<file path="src/dac_ctl_pkg.sv">
package dac_ctl_pkg;
	// word layout, sent msb first
	localparam int WORD_W      = 16;
	localparam int DATA_W      = 12;
	localparam int NUM_CH      = 4;
	localparam int ADDR_HI_POS = 15;
	localparam int ADDR_LO_POS = 14;
	localparam int CTL_HI_POS  = 13;
	localparam int CTL_LO_POS  = 12;
	localparam int CMD_LSB     = 12;

	// synchronised pin vector positions and idle values
	localparam int PIN_W     = 4;
	localparam int PIN_SCLK  = 3;
	localparam int PIN_CS    = 2;
	localparam int PIN_DIN   = 1;
	localparam int PIN_LOCK  = 0;
	localparam logic [PIN_W-1:0] PIN_IDLE = 4'h5;

	// reset values
	localparam logic              MODE_RST     = 1'h0;
	localparam logic              USER_OUT_RST = 1'h0;
	localparam logic [DATA_W-1:0] CODE_RST = 12'h000;
	localparam logic [WORD_W-1:0] WORD_RST = 16'h0000;
	localparam logic [NUM_CH-1:0] ALL_CH   = 4'hF;

	// output settling time after power-up or shutdown exit
	localparam int SETTLE_US  = 20;
	localparam int MCLK_MHZ   = 125;
	localparam int SETTLE_W   = 12;
	localparam int SETTLE_CYC = SETTLE_US * MCLK_MHZ;

	// address/control nibble of the commands whose low control bit is zero
	typedef enum logic [3:0] {
		CMD_NO_OPERATION = 4'h0,
		CMD_USER_LO      = 4'h2,
		CMD_UPD_ALL      = 4'h4,
		CMD_USER_HI      = 4'h6,
		CMD_LOAD_ALL = 4'h8,
		CMD_MODE0    = 4'hA,
		CMD_SHDN     = 4'hC,
		CMD_MODE1    = 4'hE
	} cmd_t;

	function automatic logic [3:0] cmd_of(input logic [WORD_W-1:0] w);
		cmd_of = w[WORD_W-1:CMD_LSB];
	endfunction : cmd_of
endpackage : dac_ctl_pkg

</file>
<file path="src/chan_bank_if.sv">
`timescale 1ns/100ps
interface chan_bank_if;
	import dac_ctl_pkg::*;
	logic [NUM_CH-1:0]             in_we;
	logic [DATA_W-1:0]             wdata;
	logic                          upd_all;
	logic [NUM_CH-1:0][DATA_W-1:0] conv_code;

	modport ctrl (output in_we, output wdata, output upd_all, input conv_code);
	modport bank (input in_we, input wdata, input upd_all, output conv_code);
endinterface : chan_bank_if

</file>
<file path="src/quad_dac_serial_control.sv">
`timescale 1ns/100ps
// Functional notes
// one 16-bit shift register captures serial input and feeds the serial output
// each of four 12-bit channels has staging input and converter registers
// word is two address, two control, twelve data bits, msb first
// clear zeroes the data and control registers, reloads the settling count, and forces converter codes, user output, echo low
// serial interface responds only while chip select is low
// lockout low ignores shutdown commands and keeps normal operation
// top nibble 1100 enters shutdown when lockout is high
// serial interface keeps shifting and executing words during shutdown
// entering shutdown leaves the input registers untouched
// restore from inputs or load new data leaves shutdown
// host waits the settling time after power-up or shutdown exit
// shutdown asserts the high-impedance control, released on exit
// shift register contents leave on the echo output for readback
// commands load input alone, converters directly, or all converters together
// bits shift on rising serial clock; command acts on chip select rise
// control 01 load, 11 load and update, 0100, 1000, 0000 decode
// mode 0 echo on falling edges lag 16.5, mode 1 rising lag 16
// code 0010 drives user output low, 0110 drives it high
// extra clocks in a frame: last sixteen bits are acted on
// clear is asynchronous, aborts transfers, restores mode 0 and low user output
module quad_dac_serial_control #(
	parameter logic [dac_ctl_pkg::SETTLE_W-1:0] SETTLE_CYCLES =
		dac_ctl_pkg::SETTLE_CYC[dac_ctl_pkg::SETTLE_W-1:0]
) (
	input  wire logic                                                  MCLK,
	input  wire logic                                                  RST_B,
	input  wire logic                                                  SCLK,
	input  wire logic                                                  CS_B,
	input  wire logic                                                  DIN,
	input  wire logic                                                  CLEAR_ALL_N,
	input  wire logic                                                  SHUTDOWN_LOCKOUT_N,
	output      logic                                                  DOUT,
	output      logic                                                  USER_LOGIC_OUT,
	output      logic                                                  SHUTDOWN_HIZ,
	output      logic                                                  DOUT_MODE,
	output      logic                                                  OUTPUT_SETTLING,
	output      logic [dac_ctl_pkg::NUM_CH-1:0][dac_ctl_pkg::DATA_W-1:0] CONV_CODE
);
	import dac_ctl_pkg::*;

	logic                arst_n;
	logic                rst_meta_r;
	logic                rst_n_r;
	logic [PIN_W-1:0]    pin_raw;
	logic [PIN_W-1:0]    pin_meta_r;
	logic [PIN_W-1:0]    pin_sync_r;
	logic [PIN_W-1:0]    pin_prev_r;
	logic                sclk_rise;
	logic                sclk_fall;
	logic                cs_low;
	logic                cs_rise;
	logic                din_s;
	logic                lock_s;
	logic [WORD_W-1:0]   sr_r;
	logic [WORD_W-1:0]   sr_nxt;
	logic                tail_r;
	logic                tail_nxt;
	logic                dout_r;
	logic                dout_nxt;
	logic                mode_r;
	logic                mode_nxt;
	logic                user_out_r;
	logic                user_out_nxt;
	logic                sd_r;
	logic                sd_nxt;
	logic [SETTLE_W-1:0] settle_r;
	logic [SETTLE_W-1:0] settle_nxt;
	logic                busy_r;
	logic                busy_nxt;
	logic [NUM_CH-1:0]   we_c;
	logic                upd_c;

	chan_bank_if bank_bus ();

	// clear pin and system reset share one net: assert at once, release on MCLK
	assign arst_n = RST_B & CLEAR_ALL_N;

	always_ff @(posedge MCLK or negedge arst_n) begin
		if (!arst_n) begin
			rst_meta_r <= 1'h0;
			rst_n_r    <= 1'h0;
		end else begin
			rst_meta_r <= 1'h1;
			rst_n_r    <= rst_meta_r;
		end
	end

	// every pin passes two flops; the third stage only serves edge detection
	assign pin_raw = {SCLK, CS_B, DIN, SHUTDOWN_LOCKOUT_N};

	always_ff @(posedge MCLK or negedge rst_n_r) begin
		if (!rst_n_r) begin
			pin_meta_r <= PIN_IDLE;
			pin_sync_r <= PIN_IDLE;
			pin_prev_r <= PIN_IDLE;
		end else begin
			pin_meta_r <= pin_raw;
			pin_sync_r <= pin_meta_r;
			pin_prev_r <= pin_sync_r;
		end
	end

	// edges of the serial clock and chip select, seen in the MCLK domain
	always_comb begin
		sclk_rise = pin_sync_r[PIN_SCLK] & ~pin_prev_r[PIN_SCLK];
		sclk_fall = ~pin_sync_r[PIN_SCLK] & pin_prev_r[PIN_SCLK];
		cs_low    = ~pin_sync_r[PIN_CS];
		cs_rise   = pin_sync_r[PIN_CS] & ~pin_prev_r[PIN_CS];
		din_s     = pin_sync_r[PIN_DIN];
		lock_s    = pin_sync_r[PIN_LOCK];
	end

	// shift path; shutdown does not gate it, so words still arrive
	always_comb begin
		sr_nxt   = sr_r;
		tail_nxt = tail_r;
		dout_nxt = dout_r;
		if (cs_low && sclk_rise) begin
			sr_nxt   = {sr_r[WORD_W-2:0], din_s};
			tail_nxt = sr_r[WORD_W-1];
			if (mode_r) begin
				dout_nxt = sr_r[WORD_W-1];
			end
		end
		// half a clock later than the rising-edge tail, giving the 16.5 lag
		if (cs_low && sclk_fall && !mode_r) begin
			dout_nxt = tail_r;
		end
	end

	always_ff @(posedge MCLK or negedge rst_n_r) begin
		if (!rst_n_r) begin
			sr_r   <= WORD_RST;
			tail_r <= 1'h0;
			dout_r <= 1'h0;
		end else begin
			sr_r   <= sr_nxt;
			tail_r <= tail_nxt;
			dout_r <= dout_nxt;
		end
	end

	// command decode at chip select rise on whatever sixteen bits remain
	always_comb begin
		mode_nxt = mode_r;
		user_out_nxt = user_out_r;
		sd_nxt   = sd_r;
		we_c     = '0;
		upd_c    = 1'h0;
		if (cs_rise) begin
			if (sr_r[CTL_LO_POS]) begin
				// control 01 loads one input, 11 also updates every converter
				we_c[{sr_r[ADDR_HI_POS], sr_r[ADDR_LO_POS]}] = 1'h1;
				upd_c = sr_r[CTL_HI_POS];
			end else begin
				unique case (cmd_t'(cmd_of(sr_r)))
					CMD_NO_OPERATION: begin
					end
					CMD_UPD_ALL: begin
						upd_c = 1'h1;
					end
					CMD_LOAD_ALL: begin
						we_c  = ALL_CH;
						upd_c = 1'h1;
					end
					CMD_SHDN: begin
						if (lock_s) begin
							sd_nxt = 1'h1;
						end
					end
					CMD_USER_LO: begin
						user_out_nxt = 1'h0;
					end
					CMD_USER_HI: begin
						user_out_nxt = 1'h1;
					end
					CMD_MODE0: begin
						mode_nxt = 1'h0;
						upd_c    = 1'h1;
					end
					CMD_MODE1: begin
						mode_nxt = 1'h1;
						upd_c    = 1'h1;
					end
					default: begin
					end
				endcase
			end
		end
		// any converter update brings the part back up
		if (upd_c) begin
			sd_nxt = 1'h0;
		end
		// lockout low wakes the part and blocks new shutdowns
		if (!lock_s) begin
			sd_nxt = 1'h0;
		end
	end

	always_ff @(posedge MCLK or negedge rst_n_r) begin
		if (!rst_n_r) begin
			mode_r     <= MODE_RST;
			user_out_r <= USER_OUT_RST;
			sd_r       <= 1'h0;
		end else begin
			mode_r     <= mode_nxt;
			user_out_r <= user_out_nxt;
			sd_r   <= sd_nxt;
		end
	end

	// settling flag: counts from reset release and from each shutdown exit
	always_comb begin
		settle_nxt = settle_r;
		if (sd_r && !sd_nxt) begin
			settle_nxt = SETTLE_CYCLES;
		end else if (settle_r != '0) begin
			settle_nxt = settle_r - SETTLE_W'(1);
		end
		busy_nxt = sd_nxt || (settle_nxt != '0);
	end

	always_ff @(posedge MCLK or negedge rst_n_r) begin
		if (!rst_n_r) begin
			settle_r <= SETTLE_CYCLES;
			busy_r   <= 1'h1;
		end else begin
			settle_r <= settle_nxt;
			busy_r   <= busy_nxt;
		end
	end

	// write strobes travel to the channel bank; no shutdown term, so inputs survive
	assign bank_bus.in_we   = we_c;
	assign bank_bus.wdata   = sr_r[DATA_W-1:0];
	assign bank_bus.upd_all = upd_c;

	chan_regs u_chan_regs (
		.clk   (MCLK),
		.rst_n (rst_n_r),
		.bus   (bank_bus.bank)
	);

	// every output straight from a flop
	assign DOUT            = dout_r;
	assign USER_LOGIC_OUT  = user_out_r;
	assign SHUTDOWN_HIZ    = sd_r;
	assign DOUT_MODE       = mode_r;
	assign OUTPUT_SETTLING = busy_r;
	assign CONV_CODE       = bank_bus.conv_code;

	// shift path and echo timing, judged one system clock after each serial edge
	AST_SHIFT_IN: assert property (@(posedge MCLK) disable iff (!rst_n_r)
		(cs_low && sclk_rise) |=> (sr_r == {$past(sr_r[WORD_W-2:0]), $past(din_s)}))
		else $error("shift register did not take the input bit");
	AST_CS_HIGH_IDLE: assert property (@(posedge MCLK) disable iff (!rst_n_r)
		(!cs_low) |=> $stable(sr_r))
		else $error("shift register moved with chip select high");
	AST_MODE1_ECHO: assert property (@(posedge MCLK) disable iff (!rst_n_r)
		(mode_r && cs_low && sclk_rise) |=> (DOUT == $past(sr_r[WORD_W-1])))
		else $error("mode 1 echo bit wrong");
	AST_MODE0_ECHO: assert property (@(posedge MCLK) disable iff (!rst_n_r)
		(!mode_r && cs_low && sclk_rise) |=> $stable(DOUT))
		else $error("mode 0 echo moved on a rising serial clock edge");
	AST_MODE0_FALL: assert property (@(posedge MCLK) disable iff (!rst_n_r)
		(!mode_r && cs_low && sclk_fall) |=> (DOUT == $past(tail_r)))
		else $error("mode 0 echo bit wrong");
	AST_LOCKOUT: assert property (@(posedge MCLK) disable iff (!rst_n_r)
		(!lock_s) |=> !SHUTDOWN_HIZ)
		else $error("shutdown while lockout low");
	AST_SHDN_ENTER: assert property (@(posedge MCLK) disable iff (!rst_n_r)
		(cs_rise && !sr_r[CTL_LO_POS] && cmd_of(sr_r) == CMD_SHDN && lock_s)
		|=> SHUTDOWN_HIZ ##1 (SHUTDOWN_HIZ || $past(!lock_s) || $past(upd_c)))
		else $error("shutdown command not taken");
	AST_SHDN_EXIT: assert property (@(posedge MCLK) disable iff (!rst_n_r)
		(cs_rise && SHUTDOWN_HIZ && cmd_of(sr_r) == CMD_UPD_ALL)
		|=> (!SHUTDOWN_HIZ && OUTPUT_SETTLING))
		else $error("restore did not leave shutdown");
	AST_USER_HIGH: assert property (@(posedge MCLK) disable iff (!rst_n_r)
		(cs_rise && !sr_r[CTL_LO_POS] && cmd_of(sr_r) == CMD_USER_HI)
		|=> USER_LOGIC_OUT ##1 (USER_LOGIC_OUT || $past(cs_rise)))
		else $error("user output not driven high");
	AST_CLEAR_OUT: assert property (@(posedge MCLK) disable iff (!rst_n_r)
		$rose(rst_n_r) |-> (!USER_LOGIC_OUT && !DOUT && !SHUTDOWN_HIZ && !DOUT_MODE
		&& CONV_CODE == '0))
		else $error("outputs not cleared");
	// command effects as seen on the ports one clock after the decode
	AST_USER_LOW: assert property (@(posedge MCLK) disable iff (!rst_n_r)
		(cs_rise && cmd_of(sr_r) == CMD_USER_LO) |=> !USER_LOGIC_OUT)
		else $error("user output not driven low");
	AST_MODE1_SELECT: assert property (@(posedge MCLK) disable iff (!rst_n_r)
		(cs_rise && cmd_of(sr_r) == CMD_MODE1) |=> DOUT_MODE)
		else $error("mode 1 not selected");
	AST_LOAD_ALL: assert property (@(posedge MCLK) disable iff (!rst_n_r)
		(cs_rise && cmd_of(sr_r) == CMD_LOAD_ALL)
		|=> (CONV_CODE == {NUM_CH{$past(sr_r[DATA_W-1:0])}}))
		else $error("load all did not reach every converter");
	AST_NO_OPERATION: assert property (@(posedge MCLK) disable iff (!rst_n_r)
		(cs_rise && cmd_of(sr_r) == CMD_NO_OPERATION) |=> $stable(CONV_CODE))
		else $error("converter codes moved on an empty command");
	AST_ECHO_IDLE: assert property (@(posedge MCLK) disable iff (!rst_n_r)
		(!cs_low) |=> $stable(DOUT))
		else $error("echo output moved with chip select high");
	AST_HIZ_CAUSE: assert property (@(posedge MCLK) disable iff (!rst_n_r)
		$rose(SHUTDOWN_HIZ) |-> ($past(cs_rise) && $past(lock_s)))
		else $error("shutdown entered without a command");
	AST_SETTLE_ON_EXIT: assert property (@(posedge MCLK) disable iff (!rst_n_r)
		$fell(SHUTDOWN_HIZ) |-> OUTPUT_SETTLING)
		else $error("settling flag low after shutdown exit");
endmodule : quad_dac_serial_control

</file>
<file path="src/chan_regs.sv">
`timescale 1ns/100ps
module chan_regs (
	input  wire logic  clk,
	input  wire logic  rst_n,
	chan_bank_if.bank  bus
);
	import dac_ctl_pkg::*;

	logic [NUM_CH-1:0][DATA_W-1:0] in_r;
	logic [NUM_CH-1:0][DATA_W-1:0] in_nxt;
	logic [NUM_CH-1:0][DATA_W-1:0] conv_r;
	logic [NUM_CH-1:0][DATA_W-1:0] conv_nxt;

	// staging register, then converter register fed from the new staging value
	for (genvar i = 0; i < NUM_CH; i++) begin : g_ch
		assign in_nxt[i]   = bus.in_we[i] ? bus.wdata : in_r[i];
		assign conv_nxt[i] = bus.upd_all ? in_nxt[i] : conv_r[i];
	end

	always_ff @(posedge clk or negedge rst_n) begin
		if (!rst_n) begin
			in_r   <= {NUM_CH{CODE_RST}};
			conv_r <= {NUM_CH{CODE_RST}};
		end else begin
			in_r   <= in_nxt;
			conv_r <= conv_nxt;
		end
	end

	assign bus.conv_code = conv_r;

	AST_INPUT_HELD: assert property (@(posedge clk) disable iff (!rst_n)
		(bus.in_we == '0) |=> $stable(in_r))
		else $error("input register changed without a write");
	AST_UPDATE_ALL: assert property (@(posedge clk) disable iff (!rst_n)
		bus.upd_all |=> (conv_r == in_r))
		else $error("converter registers differ from inputs after update");
	AST_LOAD_ONLY: assert property (@(posedge clk) disable iff (!rst_n)
		(bus.in_we != '0 && !bus.upd_all) |=> $stable(conv_r))
		else $error("converter register moved on an input-only load");
endmodule : chan_regs

</file>
<file path="config.mk">
export PLATFORM = sky130hd
export DESIGN_NAME = quad_dac_serial_control
export DESIGN_NICKNAME = d
export VERILOG_FILES = /design/src/dac_ctl_pkg.sv /design/src/chan_bank_if.sv /design/src/quad_dac_serial_control.sv /design/src/chan_regs.sv
export SDC_FILE = /design/constraint.sdc
export NUM_CORES = 1
export LEC_CHECK = 0
export CORE_ASPECT_RATIO = 1.2
export CORE_MARGIN = 1
export CORE_UTILIZATION = 45
export CTS_BUF_LIST = sky130_fd_sc_hd__clkbuf_4 sky130_fd_sc_hd__clkbuf_8
export DETAILED_ROUTE_END_ITERATION = 6
export DONT_BUFFER_PORTS = 1
export SYNTH_ARGS = -nofsm -noshare
export SYNTH_HDL_FRONTEND = slang
export SYNTH_HIERARCHICAL = 1
export SYNTH_SLANG_ARGS = --single-unit
</file>
<file path="constraint.sdc">
create_clock -name MCLK -period 5.6 [get_ports MCLK]
set_clock_uncertainty 0.2 [all_clocks]
set_input_delay 0.28 -clock MCLK [delete_from_list [all_inputs] [get_ports MCLK]]
set_output_delay 0.28 -clock MCLK [all_outputs]
set_load 0.1 [all_outputs]
</file>
Word-level counts from Yosys, hierarchy flattened
Cells that the tools add are included.
{"block": "totals", "ff_bits": 144, "latchBits": 0, "ramBits": 0, "romBits": 0, "input_bits": 7, "output_inout_bits": 53, "elab_cells": 82, "n_memories": 0}
{"block": "op_classes", "n_addsub": 1, "multipliers": 0, "div": 0, "order_cmp": 2, "eq_ne": 7, "shifts": 0, "n_mux": 24, "bitwise": 9, "reduce_logical": 18}
{"operator": "two-way mux 12 bit", "n": 6}
{"operator": "nonzero test 12 bit", "n": 2}
{"operator": "equality test 4 bit, second input constant", "n": 4}
{"operator": "two-way mux 1 bit", "n": 12}
{"operator": "two-way mux 4 bit", "n": 3}
{"operator": "subtractor 12 x 1 -> 12 bit, second input constant", "n": 1}
{"operator": "equality test 4 x 3 -> 1 bit, second input constant", "n": 2}
{"operator": "nonzero test 2 bit", "n": 4}
{"operator": "AND reduction 3 bit", "n": 2}
{"operator": "logical AND 1 bit", "n": 5}
{"operator": "NOT 1 bit", "n": 5}
{"operator": "AND 1 bit", "n": 4}
{"operator": "equality test 4 x 2 -> 1 bit, second input constant", "n": 1}
{"operator": "case mux 1 bit (2 select lines)", "n": 2}
{"operator": "OR reduction 4 bit", "n": 1}
{"operator": "< comparator 2 x 3 -> 1 bit, second input constant", "n": 1}
{"operator": "demux 1 bit (select 2 bit)", "n": 1}
{"operator": ">= comparator 2 x 1 -> 1 bit, second input constant", "n": 1}
{"operator": "logical NOT 1 bit", "n": 2}
{"operator": "AND reduction 2 bit", "n": 1}
{"operator": "logical OR 1 bit", "n": 1}

Longest topological paths before layout
{"block": "logic_depth", "depth_word": 12, "mapped_depth": 8, "depth_no_buf": 7}

Modules after synthesis
Netlist, hierarchy kept.
{"module": "chan_regs", "n_inst": 1, "cells_per_inst": 201, "area_per_inst_um2": 3861.2, "seq_area_each_um2": 2402.3}
{"module": "quad_dac_serial_control", "n_inst": 1, "cells_per_inst": 180, "area_per_inst_um2": 2105.8, "seq_area_each_um2": 1164.9}

Worst setup path before layout
Ideal clock, no wire load.
{"block": "synth_timing", "path_type": "reg2reg", "from": "register pin_sync_r[2]", "to": "register u_chan_regs.conv_r (netlist bit u_chan_regs/bus.conv_code[25])", "setup_ps": 126, "arrival_time_ps": 1971, "required_ps": 5274, "setup_slack_ps": 3303, "stages_incl_launch_ff": 7, "path_buffers": 1, "period_less_slack_ps": 2297, "path_cell_list": "dfstp_2 -> nor2b_1 -> nand2_1 -> nor3b_1 -> buf_6 -> mux2_4 -> mux2_4"}
{"item": "from (decl)", "line_no": "quad_dac_serial_control.sv:48", "source": "logic [PIN_W-1:0] pin_sync_r;"}
{"item": "from (signal assigned)", "line_no": "quad_dac_serial_control.sv:100", "source": "pin_sync_r <= pin_meta_r;"}
{"item": "to (signal assigned)", "line_no": "chan_regs.sv:23", "source": "conv_r <= {NUM_CH{CODE_RST}};"}
{"item": "to (signal assigned)", "line_no": "chan_regs.sv:26", "source": "conv_r <= conv_nxt;"}
{"item": "to (decl)", "line_no": "chan_regs.sv:11", "source": "logic [NUM_CH-1:0][DATA_W-1:0] conv_r;"}

Worst setup path in the final report
{"block": "layout_timing", "from": "register sr_r[14]", "to": "register busy_r, in the netlist OUTPUT_SETTLING"}
{"block": "layout_between", "elab_chain_cells": 12, "elab_cells_between_ends": 19, "classes_between": "eq/ne (5); mux (9); reduce/logical (5)"}
{"item": "from (decl)", "line_no": "quad_dac_serial_control.sv:56", "source": "logic [WORD_W-1:0] sr_r;"}
{"item": "from (signal assigned)", "line_no": "quad_dac_serial_control.sv:139", "source": "sr_r <= sr_nxt;"}
{"item": "equality test 4 bit / equality test 4 x 3 -> 1 bit (equally long branches)", "line_no": "quad_dac_serial_control.sv:158", "source": "unique case (cmd_t'(cmd_of(sr_r)))"}
{"item": "OR reduction 4 bit (no line) *"}
{"item": "two-way mux 1 bit *", "line_no": "quad_dac_serial_control.sv:158"}
{"item": "two-way mux 1 bit *", "line_no": "quad_dac_serial_control.sv:153", "source": "if (sr_r[CTL_LO_POS]) begin"}
{"item": "two-way mux 1 bit *", "line_no": "quad_dac_serial_control.sv:152", "source": "if (cs_rise) begin"}
{"item": "named net bank_bus.upd_all", "line_no": "chan_bank_if.sv:6", "source": "logic upd_all;"}
{"item": "two-way mux 1 bit *", "line_no": "quad_dac_serial_control.sv:193", "source": "if (upd_c) begin"}
{"item": "two-way mux 1 bit *", "line_no": "quad_dac_serial_control.sv:197", "source": "if (!lock_s) begin"}
{"item": "named net sd_nxt", "line_no": "quad_dac_serial_control.sv:67", "source": "logic sd_nxt;"}
{"item": "logical NOT 1 bit", "line_no": "quad_dac_serial_control.sv:217", "source": "if (sd_r && !sd_nxt) begin"}
{"item": "logical AND 1 bit", "line_no": "quad_dac_serial_control.sv:217"}
{"item": "two-way mux 12 bit", "line_no": "quad_dac_serial_control.sv:217"}
{"item": "nonzero test 12 bit", "line_no": "quad_dac_serial_control.sv:222", "source": "busy_nxt = sd_nxt || (settle_nxt != '0);"}
{"item": "logical OR 1 bit *", "line_no": "quad_dac_serial_control.sv:222"}
{"item": "named net busy_nxt", "line_no": "quad_dac_serial_control.sv:71", "source": "logic busy_nxt;"}
{"item": "to (signal assigned)", "line_no": "quad_dac_serial_control.sv:231", "source": "busy_r <= busy_nxt;"}
{"item": "to (decl)", "line_no": "quad_dac_serial_control.sv:70", "source": "logic busy_r;"}
Mark *: on every way through the listed nets, which the timed path passes. The rest lies on a longest branch.
A chain may end at the register's enable or synchronous reset.

==> impl_metrics.ini <==
[run_status]
status = complete, no violations

[detailed_routing]
wl_met3_microns = 504
route.met2.wl_microns = 4625
top_layer = met4
vias = 2998
drt_iter0_drc = 115
first_pass_iters = 4
route.detailed.drc = 0
wl_met1_microns = 5089
ant_nets = 0
avgRoutedWirePerCell_microns = 18.03
via_per_inst = 5.232
wl_microns = 10330

[clock_tree]
clk_latency_ps = 430
root_buffer = clkbuf_8
htreeDepth = 4
cts_tree = done
cts_buffers = 17
cts_max_path_buffers = 2
cts_num_sinks = 142
clkTransAtPathRegs_ps = 70
ctsResizeCount = 0

[worst_setup_path]
cpLargestDelayFamily = simple AND/OR/NAND/NOR gates
path_class = flop to flop
reg2reg_slack_ps = 2860
endpoint_kind = flop
r2r_start = sr_r[14]
timing.rr.end = OUTPUT_SETTLING
path_max_fanout = 49
critPathSlowestCell = buf_4
start_kind = flop
worstSetupPathDepth = 7
max_stage_delay_ps = 650
cp.arrival_ps = 2860
critPathBufInv = 2
path_cells = nor4b_1 -> o31ai_1 -> inv_2 -> buf_4 -> nor3b_1 -> nor4_1 -> nand4_1
crit_required_ps = 5730
reg2reg_depth = 7

[floorplanning]
die_x_microns = 107.1
initial_core_util_pct = 46.69
die_height_microns = 128.1
ios = 60
core-area_sq_um = 12780
row_count = 45
die-area_sq_um = 13730

[place]
placed_area_sq_um = 6110
hpwl_microns = 6585
place_ws_ps = 2908
portBuffers = 0
finalWeightedCongestion = 0.8049

[min_path]
hold_end = pin_sync_r[1]
holdPathStages = 0
hold_start = pin_meta_r[1]
hold_path.class = flop to flop

[logic_synthesis]
seq_area_frac_synth_pct = 59.78
async_reset_ff_share_pct = 100.0
yosys-top-cells-count = dfrtp_1 (131), mux2_4 (80), mux2_2 (34)
syn_area_per_cell_sq_um = 15.66
synth.area.top_cells = dfrtp_1 (55%), mux2_4 (20%), mux2_2 (6.4%)
netlist_area_sq_um = 5967
ys_types = 51
ys.flop_type = dfrtp_1
yosysWarnings = 6
yosysTopAreaCell = dfrtp_1
synth-edff-count = 0
yosysMostFrequentCell = dfrtp_1
synth_seq_cells = 142
synth_top_area_share_pct = 54.94
synthCells = 381
syn-num-nets = 390

[timing]
rsz0062_at_grt = false
finalCritPeriodShare_pct = 48.90
tns_ps = 0
worst_slack_ps = 2862
hold_viol = 0
maxSlewHeadroom_pct = 30.18
maxSlewViolCount = 0
max_freq_ghz = 0.3652
setup_violations = 0
holdWs_ps = 151.4
tightest_slew_ps = 1047
layout_min_cycle_time_ps = 2738

[power_and_ir_drop]
ir_drop_uv = 180.4
p_sw_w = 0.0008482
combPwrFrac_pct = 25.9
leakage_nw = 3.148
p_per_area_nw_per_um2 = 409.2
swShare_pct = 31.56
internal-power_w = 0.001840
p_seq_share_pct = 44.6
p_clk_share_pct = 29.4

[global_routing]
grt_max_degree = 87
first_global_vias = 3260
globalRouteOverflowTotal = 0
grt.total_usage_pct = 16.42
grt_pass1_wl_microns = 17030
antenna_found_initial = 0

[final_layout]
diodes = 0
area_delta_synth_final_pct = 10.07
drive_above_1_share_pct = 43.77
fin_nets = 405
fin_area_sq_um = 6568

[flow_run]
drv_cap = 0
==> layout make-up <==
type | instances | area [sq um]
Fill cell | 1066 | 6213
Sequential cell | 142 | 3571
Multi-Input combinational cell | 215 | 2258
Clock buffer | 19 | 249.0
Tap cell | 164 | 205.2
Clock inverter | 13 | 138.9
Timing Repair Buffer | 14 | 122.6
Inverter | 6 | 22.52
==> through the flow <==
stage	power (W)	cells	util (%)
after floorplan	0.001759	381	-
after global placement	0.001895	534	47.80
after detailed placement	0.001914	534	47.80
after CTS	0.002720	573	51.39
after global routing	0.002859	573	51.39
final	0.002688	573	51.39
==> power groups by stage <==
stage | registers (W) | clock network [W] | logic [W]
finish | 0.00120 | 0.000791 | 0.000697
global route | 0.00121 | 0.000869 | 0.000778
CTS | 0.00120 | 0.000818 | 0.000702
detailed placement | 0.00122 | 0 | 0.000694
global placement | 0.00122 | 0 | 0.000678
floorplan | 0.00119 | 0 | 0.000572
==> state kept, by name, indices dropped and copies added, names as in the netlist <==
register and flops:
USER_LOGIC_OUT 1, rst_meta_r 1, OUTPUT_SETTLING 1, rst_n_r 1, sr_r 16, SHUTDOWN_HIZ 1, tail_r 1, DOUT 1
settle_r 12, u_chan_regs/bus.conv_code 48, pin_prev_r 2, DOUT_MODE 1, pin_meta_r 4, pin_sync_r 4, u_chan_regs/in_r 48
==> cells in the final DEF (no fill, tap or decap), types with 4 or more instances in the layout <==
master,n
a21oi_1,5
buf_4,7
clkbuf_8,17
clkinvlp_4,5
dfrtp_1,130
dfstp_2,11
dlygate4sd3_1,7
inv_1,5
mux2_2,34
mux2_4,80
nand2_1,14
nand3_1,5
nor2_1,10
nor3_1,4
nor3b_1,4
o21ai_0,7
==> how the worst max path moves through the flow <==
stage | start | to
detailed placement | sr_r[14] | OUTPUT_SETTLING
CTS | sr_r[14] | OUTPUT_SETTLING
floorplan | rst_n_r | DOUT
finish | sr_r[14] | OUTPUT_SETTLING
global placement | sr_r[14] | OUTPUT_SETTLING
global route | sr_r[14] | OUTPUT_SETTLING
==> worst register-to-register path: stages, from the launching register on <==
cell and delay, ps:
dfrtp_1 580, nor4b_1 300, o31ai_1 190, inv_2 70, buf_4 650, nor3b_1 200
nor4_1 310, nand4_1 140
==> per-layer routing <==
metal  track usage, %  vias to the layer above
met4            5.882                        0
met5                0                        -
met2            23.64                       73
met1            23.13                     1534
li1                 -                     1385
met3            5.491                        6
==> logic make-up (layout without fill, tap and decap cells) <==
kind of cell,count (synthesis),after routing,synth area share (%)
other,1,1,0.06285
muxes,117,117,27.05
adders and majority gates,2,2,0.4193
AOI/OAI and AO/OA,28,28,3.250
xor gates and xnor gates,3,3,0.4404
DFF,142,142,59.78
buffers and inverters,24,52,2.621
and+or+nand+nor,64,64,6.375
==> repair_timing <==
action	4_1_cts	5_1_grt
hold buffers	7	0
setup buffers	0	0
hold endpoints to repair	6	0
Note: power is estimated with default switching activity, not from simulation.
